### src/rtl/sc_wait_pkg.sv
// =============================================================
// Shared constants of the smart card wait timers.
package sc_wait_pkg;
  localparam int ADDR_W = 20;
  localparam int DATA_W = 32;

  // =============================================================
  // Register indices; the byte address is four times the index.
  localparam logic [15:0] IDX_BLOCK_WAIT_BYTE3 = 16'hfe18;
  localparam logic [15:0] IDX_BLOCK_WAIT_BYTE2 = 16'hfe19;
  localparam logic [15:0] IDX_BLOCK_WAIT_BYTE1 = 16'hfe1a;
  localparam logic [15:0] IDX_BLOCK_WAIT_BYTE0 = 16'hfe1b;
  localparam logic [15:0] IDX_CHAR_WAIT_HIGH = 16'hfe1c;
  localparam logic [15:0] IDX_CHAR_WAIT_LOW = 16'hfe1d;
  localparam logic [15:0] IDX_ANSWER_TIMEOUT_HIGH = 16'hfe1f;
  localparam logic [15:0] IDX_ANSWER_TIMEOUT_LOW = 16'hfe20;
  localparam logic [15:0] IDX_FIRST_CHAR_TIMEOUT = 16'hfe21;
  localparam logic [15:0] IDX_RESET_RELEASE_LENGTH = 16'hfe22;
  localparam logic [15:0] IDX_CONTROL = 16'hfe30;
  localparam logic [15:0] IDX_STATUS = 16'hfe31;
  localparam logic [15:0] IDX_INT_STATUS = 16'hfe32;
  localparam logic [15:0] IDX_INT_ENABLE = 16'hfe33;
  localparam logic [15:0] IDX_INT_CLEAR = 16'hfe34;

  // =============================================================
  // Reset values.
  localparam logic [27:0] RST_BLOCK_WAIT = 28'h0000000;
  localparam logic [15:0] RST_CHAR_WAIT = 16'h0000;
  localparam logic [15:0] RST_ANSWER_TIMEOUT = 16'h0000;
  localparam logic [7:0] RST_FIRST_CHAR_TIMEOUT = 8'h00;
  localparam logic [7:0] RST_RESET_RELEASE_LENGTH = 8'h70;
  localparam logic [3:0] RST_CONTROL = 4'h0;
  localparam logic [2:0] RST_INT = 3'h0;

  // =============================================================
  // Control bit positions.
  localparam int CTRL_T1_MODE = 0;
  localparam int CTRL_ANSWER_RECEIVE = 1;
  localparam int CTRL_FIRST_CHAR_DETECT = 2;
  localparam int CTRL_CARD_RESET_HOLD = 3;

  // =============================================================
  // Interrupt event bit positions.
  localparam int EV_WAIT = 0;
  localparam int EV_CHAR = 1;
  localparam int EV_ANSWER = 2;
  localparam int NUM_EVENTS = 3;

  // Card reset release sequence.
  typedef enum logic [1:0] {RST_HELD, RST_DELAY, RST_RELEASED} card_reset_state_t;

  // Turns a register index into its byte address.
  function automatic logic [ADDR_W-1:0] byte_addr(input logic [15:0] idx);
    byte_addr = {2'b00, idx, 2'b00};
  endfunction
endpackage

### src/rtl/sc_wait_timers.sv
// Behaviour
// - Block wait limit is 28 bits over four byte registers, top nibble low.
// - T=1: time last sent character start to first received start bit.
// - T=0: same limit times gaps between consecutive characters either direction.
// - Block or work wait overrun raises the wait timeout interrupt.
// - 16-bit character wait times received start to next start, interrupts on overrun.
// - Answer duration exceeding its 16-bit limit flags answer timeout.
// - Answer timer armed by receive enable, starts at first start bit.
// - First character timer starts at reset release; missing character raises timeout.
// - Card reset release is delayed by the programmed length in ETUs.
// - Zero length and no hold releases reset once supply is good.
// - Hold bit pulls reset low at once; clearing releases after delay.
// - Hold set before power keeps reset until delay after clearing.
`timescale 1ns/10ps
module sc_wait_timers (
  input wire logic CLK_SYS_IN,
  input wire logic RST_IN,
  input wire logic PSEL_IN,
  input wire logic PENABLE_IN,
  input wire logic PWRITE_IN,
  input wire logic [sc_wait_pkg::ADDR_W-1:0] PADDR_IN,
  input wire logic [sc_wait_pkg::DATA_W-1:0] PWDATA_IN,
  output logic [sc_wait_pkg::DATA_W-1:0] PRDATA_OUT,
  output logic PREADY_OUT,
  output logic PSLVERR_OUT,
  input wire logic ETU_CLK_IN,
  input wire logic CARD_SUPPLY_GOOD_IN,
  input wire logic TX_CHAR_START_IN,
  input wire logic RX_CHAR_START_IN,
  output logic CARD_RST_N_OUT,
  output logic IRQ_OUT
);
  import sc_wait_pkg::*;

  logic [27:0] block_wait_limit;
  logic [15:0] char_wait_limit;
  logic [15:0] answer_duration_limit;
  logic [7:0] first_char_limit;
  logic [7:0] reset_release_length;
  logic [3:0] control;
  logic [NUM_EVENTS-1:0] int_status;
  logic [NUM_EVENTS-1:0] int_enable;
  logic etu_sync1, etu_sync2, etu_prev;
  logic supply_sync1, card_supply_good;
  logic bw_run, cw_run, at_run, at_started, ts_run;
  logic [27:0] bw_count;
  logic [15:0] cw_count, at_count;
  logic [7:0] ts_count, rl_count;
  card_reset_state_t rst_state, next_rst_state;

  // =============================================================
  // APB decode
  // The slave answers two cycles after the setup cycle, so every access takes three cycles.
  wire access = PSEL_IN & PENABLE_IN;
  wire commit = access & PREADY_OUT;
  wire wr_commit = commit & PWRITE_IN;
  wire hit_bw3 = PADDR_IN == byte_addr(IDX_BLOCK_WAIT_BYTE3);
  wire hit_bw2 = PADDR_IN == byte_addr(IDX_BLOCK_WAIT_BYTE2);
  wire hit_bw1 = PADDR_IN == byte_addr(IDX_BLOCK_WAIT_BYTE1);
  wire hit_bw0 = PADDR_IN == byte_addr(IDX_BLOCK_WAIT_BYTE0);
  wire hit_cwh = PADDR_IN == byte_addr(IDX_CHAR_WAIT_HIGH);
  wire hit_cwl = PADDR_IN == byte_addr(IDX_CHAR_WAIT_LOW);
  wire hit_ath = PADDR_IN == byte_addr(IDX_ANSWER_TIMEOUT_HIGH);
  wire hit_atl = PADDR_IN == byte_addr(IDX_ANSWER_TIMEOUT_LOW);
  wire hit_fct = PADDR_IN == byte_addr(IDX_FIRST_CHAR_TIMEOUT);
  wire hit_rrl = PADDR_IN == byte_addr(IDX_RESET_RELEASE_LENGTH);
  wire hit_ctl = PADDR_IN == byte_addr(IDX_CONTROL);
  wire hit_sts = PADDR_IN == byte_addr(IDX_STATUS);
  wire hit_ist = PADDR_IN == byte_addr(IDX_INT_STATUS);
  wire hit_ien = PADDR_IN == byte_addr(IDX_INT_ENABLE);
  wire hit_icl = PADDR_IN == byte_addr(IDX_INT_CLEAR);
  wire mapped = hit_bw3 | hit_bw2 | hit_bw1 | hit_bw0 | hit_cwh | hit_cwl | hit_ath |
                hit_atl | hit_fct | hit_rrl | hit_ctl | hit_sts | hit_ist | hit_ien | hit_icl;
  wire [7:0] status_view = {3'b000, CARD_RST_N_OUT, ts_run, at_run, cw_run, bw_run};
  // The clear register is write-only and reads as zero.
  wire [7:0] read_byte =
    hit_bw3 ? {4'h0, block_wait_limit[27:24]} :
    hit_bw2 ? block_wait_limit[23:16] :
    hit_bw1 ? block_wait_limit[15:8] :
    hit_bw0 ? block_wait_limit[7:0] :
    hit_cwh ? char_wait_limit[15:8] :
    hit_cwl ? char_wait_limit[7:0] :
    hit_ath ? answer_duration_limit[15:8] :
    hit_atl ? answer_duration_limit[7:0] :
    hit_fct ? first_char_limit :
    hit_rrl ? reset_release_length :
    hit_ctl ? {4'h0, control} :
    hit_sts ? status_view :
    hit_ist ? {5'h00, int_status} :
    hit_ien ? {5'h00, int_enable} : 8'h00;
  wire [NUM_EVENTS-1:0] clear_mask = (wr_commit & hit_icl) ? PWDATA_IN[NUM_EVENTS-1:0] : '0;

  // Bus answer: ready for one cycle, data and error registered alongside it.
  always_ff @(posedge CLK_SYS_IN or posedge RST_IN) begin
    if (RST_IN) begin
      PREADY_OUT <= 1'b0;
      PRDATA_OUT <= '0;
      PSLVERR_OUT <= 1'b0;
    end else begin
      PREADY_OUT <= access & ~PREADY_OUT;
      PRDATA_OUT <= (access & ~PREADY_OUT & ~PWRITE_IN) ? {24'h000000, read_byte} : '0;
      PSLVERR_OUT <= access & ~PREADY_OUT & ~mapped;
    end
  end

  // =============================================================
  // Software-written limits and control
  // block wait packing
  always_ff @(posedge CLK_SYS_IN or posedge RST_IN) begin
    if (RST_IN) begin
      block_wait_limit <= RST_BLOCK_WAIT;
      char_wait_limit <= RST_CHAR_WAIT;
      answer_duration_limit <= RST_ANSWER_TIMEOUT;
      first_char_limit <= RST_FIRST_CHAR_TIMEOUT;
      reset_release_length <= RST_RESET_RELEASE_LENGTH;
      control <= RST_CONTROL;
      int_enable <= RST_INT;
    end else if (wr_commit) begin
      if (hit_bw3) block_wait_limit[27:24] <= PWDATA_IN[3:0];
      if (hit_bw2) block_wait_limit[23:16] <= PWDATA_IN[7:0];
      if (hit_bw1) block_wait_limit[15:8] <= PWDATA_IN[7:0];
      if (hit_bw0) block_wait_limit[7:0] <= PWDATA_IN[7:0];
      if (hit_cwh) char_wait_limit[15:8] <= PWDATA_IN[7:0];
      if (hit_cwl) char_wait_limit[7:0] <= PWDATA_IN[7:0];
      if (hit_ath) answer_duration_limit[15:8] <= PWDATA_IN[7:0];
      if (hit_atl) answer_duration_limit[7:0] <= PWDATA_IN[7:0];
      if (hit_fct) first_char_limit <= PWDATA_IN[7:0];
      if (hit_rrl) reset_release_length <= PWDATA_IN[7:0];
      if (hit_ctl) control <= PWDATA_IN[3:0];
      if (hit_ien) int_enable <= PWDATA_IN[NUM_EVENTS-1:0];
    end
  end

  wire t1_mode = control[CTRL_T1_MODE];
  wire answer_receive_enable = control[CTRL_ANSWER_RECEIVE];
  wire first_char_detect_enable = control[CTRL_FIRST_CHAR_DETECT];
  wire card_reset_hold = control[CTRL_CARD_RESET_HOLD];

  // =============================================================
  // Pin synchronisers and ETU tick
  // The ETU clock is slow against the system clock, so its rising edge is found by sampling.
  always_ff @(posedge CLK_SYS_IN or posedge RST_IN) begin
    if (RST_IN) begin
      etu_sync1 <= 1'b0;
      etu_sync2 <= 1'b0;
      etu_prev <= 1'b0;
      supply_sync1 <= 1'b0;
      card_supply_good <= 1'b0;
    end else begin
      etu_sync1 <= ETU_CLK_IN;
      etu_sync2 <= etu_sync1;
      etu_prev <= etu_sync2;
      supply_sync1 <= CARD_SUPPLY_GOOD_IN;
      card_supply_good <= supply_sync1;
    end
  end
  wire etu_tick = etu_sync2 & ~etu_prev;

  // =============================================================
  // Block or work wait timer
  // T1 start and stop
  wire bw_restart = TX_CHAR_START_IN | (~t1_mode & RX_CHAR_START_IN);
  wire bw_stop = t1_mode & RX_CHAR_START_IN;
  wire bw_timeout = bw_run & etu_tick & (bw_count >= block_wait_limit) & ~bw_restart & ~bw_stop;

  // Restart outranks stop so a character sent in the same cycle still starts a new wait.
  always_ff @(posedge CLK_SYS_IN or posedge RST_IN) begin
    if (RST_IN) begin
      bw_run <= 1'b0;
      bw_count <= '0;
    end else if (bw_restart) begin
      bw_run <= 1'b1;
      bw_count <= '0;
    end else if (bw_stop | bw_timeout) begin
      bw_run <= 1'b0;
    end else if (bw_run & etu_tick) begin
      bw_count <= bw_count + 28'h0000001;
    end
  end

  // =============================================================
  // Character or initial wait timer
  // Our own transmission ends a receive wait, since the card is not expected to talk then.
  // character gap
  wire cw_timeout = cw_run & etu_tick & (cw_count >= char_wait_limit) & ~RX_CHAR_START_IN;
  always_ff @(posedge CLK_SYS_IN or posedge RST_IN) begin
    if (RST_IN) begin
      cw_run <= 1'b0;
      cw_count <= '0;
    end else if (RX_CHAR_START_IN) begin
      cw_run <= 1'b1;
      cw_count <= '0;
    end else if (TX_CHAR_START_IN | cw_timeout) begin
      cw_run <= 1'b0;
    end else if (cw_run & etu_tick) begin
      cw_count <= cw_count + 16'h0001;
    end
  end

  // =============================================================
  // Answer duration timer
  // answer overrun
  wire at_timeout = at_run & etu_tick & (at_count >= answer_duration_limit);
  always_ff @(posedge CLK_SYS_IN or posedge RST_IN) begin
    if (RST_IN) begin
      at_run <= 1'b0;
      at_started <= 1'b0;
      at_count <= '0;
    end else if (~answer_receive_enable) begin
      at_run <= 1'b0;
      at_started <= 1'b0;
    end else if (RX_CHAR_START_IN & ~at_started) begin
      at_run <= 1'b1;
      at_started <= 1'b1;
      at_count <= '0;
    end else if (at_timeout) begin
      at_run <= 1'b0;
    end else if (at_run & etu_tick) begin
      at_count <= at_count + 16'h0001;
    end
  end

  // =============================================================
  // First character timer
  wire ts_start = first_char_detect_enable & (rst_state != RST_RELEASED) &
                  (next_rst_state == RST_RELEASED);
  wire ts_timeout = ts_run & etu_tick & (ts_count >= first_char_limit) & ~RX_CHAR_START_IN;
  always_ff @(posedge CLK_SYS_IN or posedge RST_IN) begin
    if (RST_IN) begin
      ts_run <= 1'b0;
      ts_count <= '0;
    end else if (ts_start) begin
      ts_run <= 1'b1;
      ts_count <= '0;
    end else if (RX_CHAR_START_IN | ts_timeout | ~first_char_detect_enable) begin
      ts_run <= 1'b0;
    end else if (ts_run & etu_tick) begin
      ts_count <= ts_count + 8'h01;
    end
  end

  // =============================================================
  // Card reset release
  // A missing supply holds reset as firmly as the hold bit, so power-up obeys the same delay.
  wire reset_blocked = card_reset_hold | ~card_supply_good;
  wire [8:0] rl_next = {1'b0, rl_count} + 9'h001;
  wire delay_done = etu_tick & (rl_next >= {1'b0, reset_release_length});

  always_comb begin
    next_rst_state = rst_state;
    unique case (rst_state)
      RST_HELD: begin
        if (~reset_blocked) begin
          next_rst_state = (reset_release_length == 8'h00) ? RST_RELEASED : RST_DELAY;
        end
      end
      RST_DELAY: begin
        if (reset_blocked) begin
          next_rst_state = RST_HELD;
        end else if (delay_done) begin
          next_rst_state = RST_RELEASED;
        end
      end
      RST_RELEASED: begin
        if (reset_blocked) begin
          next_rst_state = RST_HELD;
        end
      end
    endcase
  end

  always_ff @(posedge CLK_SYS_IN or posedge RST_IN) begin
    if (RST_IN) begin
      rst_state <= RST_HELD;
      rl_count <= '0;
      CARD_RST_N_OUT <= 1'b0;
    end else begin
      rst_state <= next_rst_state;
      CARD_RST_N_OUT <= next_rst_state == RST_RELEASED;
      if (rst_state != RST_DELAY) begin
        rl_count <= '0;
      end else if (etu_tick) begin
        rl_count <= rl_next[7:0];
      end
    end
  end

  // =============================================================
  // Interrupts
  // A timeout in the cycle of its clear survives, because set is applied after clear.
  wire [NUM_EVENTS-1:0] events = {at_timeout | ts_timeout, cw_timeout, bw_timeout};
  wire [NUM_EVENTS-1:0] next_int_status = (int_status & ~clear_mask) | events;
  always_ff @(posedge CLK_SYS_IN or posedge RST_IN) begin
    if (RST_IN) begin
      int_status <= RST_INT;
      IRQ_OUT <= 1'b0;
    end else begin
      int_status <= next_int_status;
      IRQ_OUT <= |(next_int_status & int_enable);
    end
  end

  // =============================================================
  // Assertions
  block_wait_top_a: assert property (@(posedge CLK_SYS_IN) disable iff (RST_IN)
    wr_commit && hit_bw3 |=> block_wait_limit[27:24] == $past(PWDATA_IN[3:0]))
    else $error("Top nibble of block wait limit not loaded.");
  t1_wait_stop_a: assert property (@(posedge CLK_SYS_IN) disable iff (RST_IN)
    t1_mode && RX_CHAR_START_IN && !TX_CHAR_START_IN |=> !bw_run)
    else $error("Block wait did not stop on received character.");
  t0_wait_restart_a: assert property (@(posedge CLK_SYS_IN) disable iff (RST_IN)
    !t1_mode && RX_CHAR_START_IN |=> bw_run && bw_count == 28'h0000000)
    else $error("Work wait did not restart on a character.");
  wait_timeout_irq_a: assert property (@(posedge CLK_SYS_IN) disable iff (RST_IN)
    bw_timeout |=> int_status[EV_WAIT] && !bw_run)
    else $error("Wait timeout not flagged.");
  char_wait_restart_a: assert property (@(posedge CLK_SYS_IN) disable iff (RST_IN)
    RX_CHAR_START_IN |=> cw_run && cw_count == 16'h0000)
    else $error("Character wait did not restart.");
  answer_timeout_irq_a: assert property (@(posedge CLK_SYS_IN) disable iff (RST_IN)
    at_timeout |=> int_status[EV_ANSWER] && !at_run)
    else $error("Answer timeout not flagged.");
  answer_disable_a: assert property (@(posedge CLK_SYS_IN) disable iff (RST_IN)
    !answer_receive_enable |=> !at_run && !at_started)
    else $error("Answer timer runs while disabled.");
  first_char_start_a: assert property (@(posedge CLK_SYS_IN) disable iff (RST_IN)
    ts_start |=> ts_run && ts_count == 8'h00 && CARD_RST_N_OUT)
    else $error("First character timer not started at reset release.");
  delay_release_a: assert property (@(posedge CLK_SYS_IN) disable iff (RST_IN)
    rst_state == RST_DELAY && !reset_blocked && !delay_done |=> !CARD_RST_N_OUT)
    else $error("Card reset released before delay ran out.");
  zero_delay_a: assert property (@(posedge CLK_SYS_IN) disable iff (RST_IN)
    rst_state == RST_HELD && !reset_blocked && reset_release_length == 8'h00
    |=> CARD_RST_N_OUT)
    else $error("Zero-length reset not released at once.");
  hold_low_a: assert property (@(posedge CLK_SYS_IN) disable iff (RST_IN)
    card_reset_hold |=> !CARD_RST_N_OUT)
    else $error("Card reset high while hold is set.");
  tick_only_a: assert property (@(posedge CLK_SYS_IN) disable iff (RST_IN)
    !etu_tick && !bw_restart |=> bw_count == $past(bw_count))
    else $error("Block wait counter moved without a tick.");
endmodule

### config.mk
export PLATFORM = sky130hd
export DESIGN_NAME = sc_wait_timers
export DESIGN_NICKNAME = d
export VERILOG_FILES = /design/src/rtl/sc_wait_pkg.sv /design/src/rtl/sc_wait_timers.sv
export SDC_FILE = /design/constraint.sdc
export NUM_CORES = 1
export LEC_CHECK = 0
export BUFFER_PORTS_ARGS = -buffer_cell sky130_fd_sc_hd__buf_2
export CAP_MARGIN = 30
export CORE_ASPECT_RATIO = 0.5
export CORE_MARGIN = 1
export CORE_UTILIZATION = 65
export CTS_BUF_LIST = sky130_fd_sc_hd__clkbuf_8
export CTS_CLUSTER_SIZE = 24
export DETAILED_ROUTE_END_ITERATION = 8
export PLACE_DENSITY = 0.84
export SLEW_MARGIN = 20
export SYNTH_ARGS = -nofsm -noshare
export SYNTH_HDL_FRONTEND = slang
export SYNTH_SLANG_ARGS = --single-unit
### constraint.sdc
create_clock -name CLK_SYS_IN -period 10 [get_ports CLK_SYS_IN]
set_clock_uncertainty 0.05 [all_clocks]
set_input_delay 1.5 -clock CLK_SYS_IN [delete_from_list [all_inputs] [get_ports CLK_SYS_IN]]
set_output_delay 1.5 -clock CLK_SYS_IN [all_outputs]
set_load 0.05 [all_outputs]
==> Yosys cells after proc, flatten, opt, wreduce, memory -nomap -nowiden <==
Index checks and enable logic that the tools add are counted.
{ "word_totals": {"word_cells": 206, "output_inout_bits": 36, "in_bits": 61, "ff_bits": 186} }
{ "op_classes": {"muxes": 47, "bitwise": 62, "n_lt_le_gt_ge": 5, "addsub": 5, "n_reduce_logical": 27, "n_eq_ne": 26} }
{ "op_table": {"columns": ["operator", "n"], "rows": [
  ["20-bit by 18-bit == test with 1-bit output, second input constant", 15],
  ["8-bit two-way mux", 16],
  ["16-bit two-way mux", 6],
  ["28-bit two-way mux", 3],
  ["16-bit by 1-bit adder with 16-bit output, second input constant", 2],
  ["16-bit greater-or-equal comparator", 2],
  ["2-bit AND reduction", 15],
  ["28-bit by 1-bit adder with 28-bit output, second input constant", 1],
  ["28-bit greater-or-equal comparator", 1],
  ["1-bit bitwise AND", 26],
  ["1-bit bitwise OR", 21],
  ["2-bit nonzero test", 8],
  ["1-bit two-way mux", 11],
  ["1-bit NOT", 11],
  ["2-bit two-way mux", 5],
  ["5-bit two-way mux", 2],
  ["8-bit by 1-bit adder with 9-bit output, second input constant", 1],
  ["9-bit by 8-bit greater-or-equal comparator with 1-bit output", 1],
  ["3-bit two-way mux", 3],
  ["8-bit by 1-bit adder with 8-bit output, second input constant", 1],
  ["8-bit greater-or-equal comparator", 1],
  ["8-bit zero test", 1],
  ["2-bit != test, second input constant", 4],
  ["3-bit bitwise AND", 2],
  ["10 further kinds", 13]
]} }

==> Logic depth before layout (Yosys ltp) <==
{ "depth": {"word_depth": 17, "mapped_depth": 11, "ltp_nobuf": 11} }

==> Worst setup path before layout <==
No wires, ideal clock.
{ "synth_timing": {"kind": "in2reg", "start": "in PADDR_IN[9] in the netlist's numbering", "end": "reg control[1]", "slack_ps": 6383, "required_time_ps": 9825, "n_path_buf": 2, "stages": 7, "arrival_ps": 3442, "path_cell_list": "or4b_4 or4_1 clkbuf_1 nor2_2 and3_1 clkbuf_1 mux2_2"} }
{ "synth_via": {"elab_chain_len": 2} }
{ "synth_lines": {"columns": ["item", "line_no", "rtl"], "rows": [
  ["start, declared", "sc_wait_timers.sv:21", "input wire logic [sc_wait_pkg::ADDR_W-1:0] PADDR_IN,"],
  ["20-bit by 18-bit == test with 1-bit output", "sc_wait_timers.sv:67", "wire hit_ctl = PADDR_IN == byte_addr(IDX_CONTROL);"],
  ["2-bit AND reduction (no source line)", null, null],
  ["end signal, assigned", "sc_wait_timers.sv:129", "if (hit_ctl) control <= PWDATA_IN[3:0];"],
  ["end, declared", "sc_wait_timers.sv:40", "logic [3:0] control;"]
]} }
Every way passes these cells.
A chain may end at the register's enable or synchronous reset.

==> Worst setup path in the final report <==
{ "layout_timing": {"start": "in PADDR_IN[9] in the netlist's numbering", "end": "reg PRDATA_OUT[7] in the netlist's numbering"} }
{ "layout_via": {"elab_chain_len": 12, "elab_cells_between_ends": 21, "cone_classes": "10 x eq/ne; 11 x mux"} }
{ "layout_lines": {"columns": ["item", "line_no", "rtl"], "rows": [
  ["20-bit by 18-bit == test with 1-bit output", "sc_wait_timers.sv:66", "wire hit_rrl = PADDR_IN == byte_addr(IDX_RESET_RELEASE_LENGTH);"],
  ["8-bit two-way mux", "sc_wait_timers.sv:86", "hit_rrl ? reset_release_length :"],
  ["8-bit two-way mux", "sc_wait_timers.sv:85", "hit_fct ? first_char_limit :"],
  ["8-bit two-way mux", "sc_wait_timers.sv:84", "hit_atl ? answer_duration_limit[7:0] :"],
  ["8-bit two-way mux", "sc_wait_timers.sv:83", "hit_ath ? answer_duration_limit[15:8] :"],
  ["8-bit two-way mux", "sc_wait_timers.sv:82", "hit_cwl ? char_wait_limit[7:0] :"],
  ["8-bit two-way mux", "sc_wait_timers.sv:81", "hit_cwh ? char_wait_limit[15:8] :"],
  ["8-bit two-way mux", "sc_wait_timers.sv:80", "hit_bw0 ? block_wait_limit[7:0] :"],
  ["8-bit two-way mux", "sc_wait_timers.sv:79", "hit_bw1 ? block_wait_limit[15:8] :"],
  ["8-bit two-way mux", "sc_wait_timers.sv:78", "hit_bw2 ? block_wait_limit[23:16] :"],
  ["8-bit two-way mux (*)", "sc_wait_timers.sv:77", "hit_bw3 ? {4'h0, block_wait_limit[27:24]} :"],
  ["8-bit two-way mux (*)", "sc_wait_timers.sv:101", "PRDATA_OUT <= (access & ~PREADY_OUT & ~PWRITE_IN) ? {24'h000000, read_byte} : '0;"],
  ["end signal, assigned", "sc_wait_timers.sv:101", null],
  ["end, declared", "sc_wait_timers.sv:23", "output logic [sc_wait_pkg::DATA_W-1:0] PRDATA_OUT,"]
]} }
Mark *: on every way between the ends. The rest lies on a longest branch, timed or not.

==> flow_results.xml <==
<?xml version="1.0" encoding="UTF-8"?>
<metrics>
  <group name="clock_network">
    <metric name="htree_levels" unit="">4</metric>
    <metric name="cts-root-to-sink-buffers" unit="">2</metric>
    <metric name="post_cts_buffers" unit="">0</metric>
    <metric name="post_cts_resize_count" unit="">0</metric>
    <metric name="clkTransAtPathRegs" unit="ns">0.12</metric>
    <metric name="cts_hold_repair.buffers" unit="">0</metric>
    <metric name="cts_tree" unit="">built</metric>
    <metric name="tritoncts.num_buffers" unit="">17</metric>
    <metric name="clock_insertion_delay_at_the_later_pin_of_the_skew_report" unit="ns">0.49</metric>
    <metric name="clock_sink_count" unit="">186</metric>
    <metric name="root_buffer" unit="">clkbuf_8</metric>
  </group>
  <group name="yosys">
    <metric name="synth-async-reset-ratio" unit="">1.00</metric>
    <metric name="most_frequent_cells_after_synthesis" unit="">183 x dfrtp_1, 124 x nand2_1, 98 x o21ai_0</metric>
    <metric name="ys_dominant_reg_cell" unit="">dfrtp_1</metric>
    <metric name="synth-seq-cells" unit="">186</metric>
    <metric name="post-synth-top-count-cell" unit="">dfrtp_1</metric>
    <metric name="synthCells" unit="">1188</metric>
    <metric name="synth-seq-area-share" unit="">0.419</metric>
    <metric name="synth.top_cells.by_area" unit="">dfrtp_1 41%, ha_1 9.3%, o21ai_0 4.4%</metric>
    <metric name="synth_edf_count" unit="">0</metric>
    <metric name="yosysWarningCount" unit="">0</metric>
    <metric name="synth_largest_area_cell" unit="">dfrtp_1</metric>
    <metric name="post_synth_instance_area" unit="mm^2">0.0111</metric>
    <metric name="synth_top_area_share" unit="">0.412</metric>
    <metric name="mean_instance_size_in_the_synthesized_netlist" unit="um^2">9.36</metric>
    <metric name="synthDistinctLibCells" unit="">76</metric>
  </group>
  <group name="critical_path">
    <metric name="timing.critical_path.slowest_cell_delay" unit="ns">0.59</metric>
    <metric name="reg2reg_to" unit="">at_count[5]</metric>
    <metric name="worstRegToRegCells" unit="">7</metric>
    <metric name="timing.critical_path.fanout_max" unit="">6</metric>
    <metric name="arrival_time_worst_endpoint" unit="ns">4.08</metric>
    <metric name="setup.worst_path.class" unit="">in2reg</metric>
    <metric name="worstReg2RegStart" unit="">at_count[5]</metric>
    <metric name="endpoint_of_the_worst_setup_timing_path" unit="">PRDATA_OUT[7]</metric>
    <metric name="timing.critical_path.from_type" unit="">input pin</metric>
    <metric name="critical_path_required" unit="ns">10.28</metric>
    <metric name="critPathMostFrequentCell" unit="">a221oi_1</metric>
    <metric name="timing.reg2reg.setup_slack" unit="ns">6.42</metric>
    <metric name="setup.worst_path.start" unit="">PADDR_IN[9]</metric>
    <metric name="worstPathCellList" unit="">buf_2 -&gt; or4b_4 -&gt; nor4_2 -&gt; nand3_1 -&gt; o22ai_1 -&gt; a221oi_1 -&gt; a221oi_1</metric>
    <metric name="cpMaxStageDelayCell" unit="">or4b_4</metric>
    <metric name="setup.worst_path.end_class" unit="">flip-flop</metric>
  </group>
  <group name="detailed_routing">
    <metric name="via_count" unit="">9636</metric>
    <metric name="detailedRoute.firstIterationViolations" unit="">866</metric>
    <metric name="route.detailed.vias_per_inst" unit="">6.61</metric>
    <metric name="postRouteWirelength" unit="um">30200</metric>
    <metric name="drt_pre_antenna_iters" unit="">6</metric>
    <metric name="final_antenna_net_count" unit="">0</metric>
    <metric name="route.detailed.wl_per_inst" unit="um">20.7</metric>
    <metric name="route.detailed.drc" unit="">0</metric>
  </group>
  <group name="timing">
    <metric name="max_freq" unit="MHz">263</metric>
    <metric name="timing.final.hold_violations" unit="">0</metric>
    <metric name="final_min_period_over_clock_period" unit="">0.380</metric>
    <metric name="slew_at_the_pin_closest_to_its_max_slew_limit" unit="ns">0.938</metric>
    <metric name="timing.final.setup_violations" unit="">0</metric>
    <metric name="timing.setup.tns" unit="ns">0</metric>
    <metric name="final_period_minus_worst_setup_slack" unit="ns">3.80</metric>
    <metric name="setup_repair_after_global_routing_missed_its_margin" unit="">false</metric>
    <metric name="slew_viol_final" unit="">0</metric>
    <metric name="setup_ws" unit="ns">6.20</metric>
    <metric name="relSlewSlack" unit="">0.373</metric>
  </group>
  <group name="placed_design">
    <metric name="place_congestion" unit="">0.999</metric>
    <metric name="input_output_buffers" unit="">48</metric>
    <metric name="detailed_place_hpwl" unit="um">22200</metric>
    <metric name="preCtsSetupSlack" unit="ns">5.78</metric>
  </group>
  <group name="power_and_ir_drop">
    <metric name="power.total" unit="mW">1.41</metric>
    <metric name="power.net_switching" unit="mW">0.422</metric>
    <metric name="power_switching_share" unit="">0.299</metric>
    <metric name="power.combinational.fraction" unit="">0.095</metric>
    <metric name="vdd_drop_max" unit="uV">82.2</metric>
    <metric name="power.internal" unit="mW">0.987</metric>
    <metric name="clockPowerShare" unit="">0.360</metric>
    <metric name="power_per_cell_area" unit="mW/mm^2">119</metric>
    <metric name="p_leak" unit="nW">5.44</metric>
    <metric name="power.share.sequential" unit="">0.546</metric>
  </group>
  <group name="floorplan">
    <metric name="floorplan.io_pins" unit="">97</metric>
    <metric name="core.rowCount" unit="">33</metric>
    <metric name="core_area" unit="mm^2">0.0166</metric>
    <metric name="fp.dieArea" unit="mm^2">0.0177</metric>
    <metric name="initial_core_util" unit="">0.672</metric>
    <metric name="die-width" unit="um">187</metric>
    <metric name="fp.dieH" unit="um">94.5</metric>
  </group>
  <group name="grt">
    <metric name="global_router_s_overall_resource_usage" unit="">0.357</metric>
    <metric name="grt_remaining_overflow" unit="">0</metric>
    <metric name="first_global_vias" unit="">9201</metric>
    <metric name="grt_max_degree" unit="">75</metric>
    <metric name="antenna_found_initial" unit="">0</metric>
    <metric name="first_pass_grt_wire_length" unit="um">48600</metric>
  </group>
  <group name="status">
    <metric name="status" unit="">finished, final reports clean</metric>
  </group>
  <group name="cells_and_area">
    <metric name="syn2layout_area_growth" unit="%">6.46</metric>
    <metric name="final_net_count" unit="">1363</metric>
    <metric name="fillCellCount" unit="">1203</metric>
    <metric name="layout-drive-gt1-share" unit="">0.130</metric>
    <metric name="antenna_cells" unit="">0</metric>
  </group>
  <group name="run">
    <metric name="drv.max_cap_violation_count" unit="">0</metric>
  </group>
  <group name="worst_hold_path">
    <metric name="worstHoldPathType" unit="">reg2reg</metric>
  </group>
</metrics>
==> cells by family (layout without fill, tap and decap cells) <==
group | Yosys count | in the layout | share of synthesized area
AND/OR/NAND/NOR | 387 | 387 | 0.184
flip-flops | 186 | 186 | 0.419
other | 1 | 24 | 0.000337
multiplexers | 49 | 49 | 0.0498
AO/OA/AOI/OAI | 292 | 292 | 0.169
buffers and inverters | 164 | 184 | 0.0647
XOR/XNOR | 26 | 26 | 0.0205
adder cells (fa/ha/maj) | 83 | 83 | 0.0934
==> power by group through the flow <==
stage	combinational (mW)	sequential [mW]	clock, mW
2_1_floorplan	0.0960	0.789	0
3_3_place_gp	0.125	0.783	0
3_5_place_dp	0.130	0.784	0
4_1_cts	0.131	0.769	0.504
5_1_grt	0.144	0.771	0.536
6_report	0.133	0.769	0.507
==> metal layers <==
layer / vias to the layer above / wire length, um / share of wire / global-route usage
met4: 0 / 1040 / 0.034 / 0.156
met3: 94 / 2750 / 0.091 / 0.0717
met2: 534 / 13600 / 0.45 / 0.574
met1: 4677 / 12800 / 0.42 / 0.476
met5: - / 0 / 0 / 0
li1: 4331 / - / - / -
==> area by class of cell <==
class	count	area (um^2)	area share
clock buffers	18	248	0.0209
clock inverters	13	130	0.0110
inverters	97	369	0.0312
multi-input cells	861	5830	0.492
flip-flops and latches	186	4660	0.393
well taps	227	284	0.0240
repair buffers	56	320	0.0270
==> critical path, delay by kind of cell <==
| family | cells | cell delay [ns] |
|---|---|---|
| compound gates | 3 | 0.97 |
| buf+inv | 1 | 0.10 |
| simple gates | 3 | 1.51 |
==> worst min-delay path by stage <==
stage | startpoint | endpoint | slack (ns) | depth (start not counted)
floorplan | supply_sync1 | card_supply_good | 0.28 | 0
detailed placement | etu_sync1 | etu_sync2 | 0.29 | 0
CTS | etu_sync1 | etu_sync2 | 0.32 | 0
global placement | etu_sync1 | etu_sync2 | 0.28 | 0
finish | etu_sync1 | etu_sync2 | 0.31 | 0
global route | etu_sync1 | etu_sync2 | 0.32 | 0
==> through the flow <==
stage	hold WS (ns)	instances	utilization	cell area [um^2]
after detailed placement	0.289	1426	0.691	11400
after CTS	0.315	1457	0.714	11800
final	0.315	1458	0.715	11800
after floorplan	0.281	1211	-	11200
after global routing	0.318	1458	0.715	11800
after global placement	0.285	1426	0.691	11400
==> registers in the layout (all words and copies together), names as in the netlist, 2 cells and up <==
| name | flops |
|---|---|
| block_wait_limit | 28 |
| bw_count | 28 |
| answer_duration_limit | 16 |
| at_count | 16 |
| char_wait_limit | 16 |
| cw_count | 16 |
| PRDATA_OUT | 8 |
| first_char_limit | 8 |
| reset_release_length | 8 |
| rl_count | 8 |
| ts_count | 8 |
| control | 4 |
| int_enable | 3 |
| int_status | 3 |
| rst_state | 2 |
==> cells in the final DEF (no fill, tap or decap), types with 24 or more instances in the layout <==
cell type	count
nand2_1	124
nand4_1	27
nor2_1	53
buf_2	48
a21oi_1	72
mux2_2	41
or3_1	31
nand3_1	43
inv_1	96
o21ai_0	98
conb_1	24
dfrtp_1	183
ha_1	83
Power figures use the tool's default switching activity.
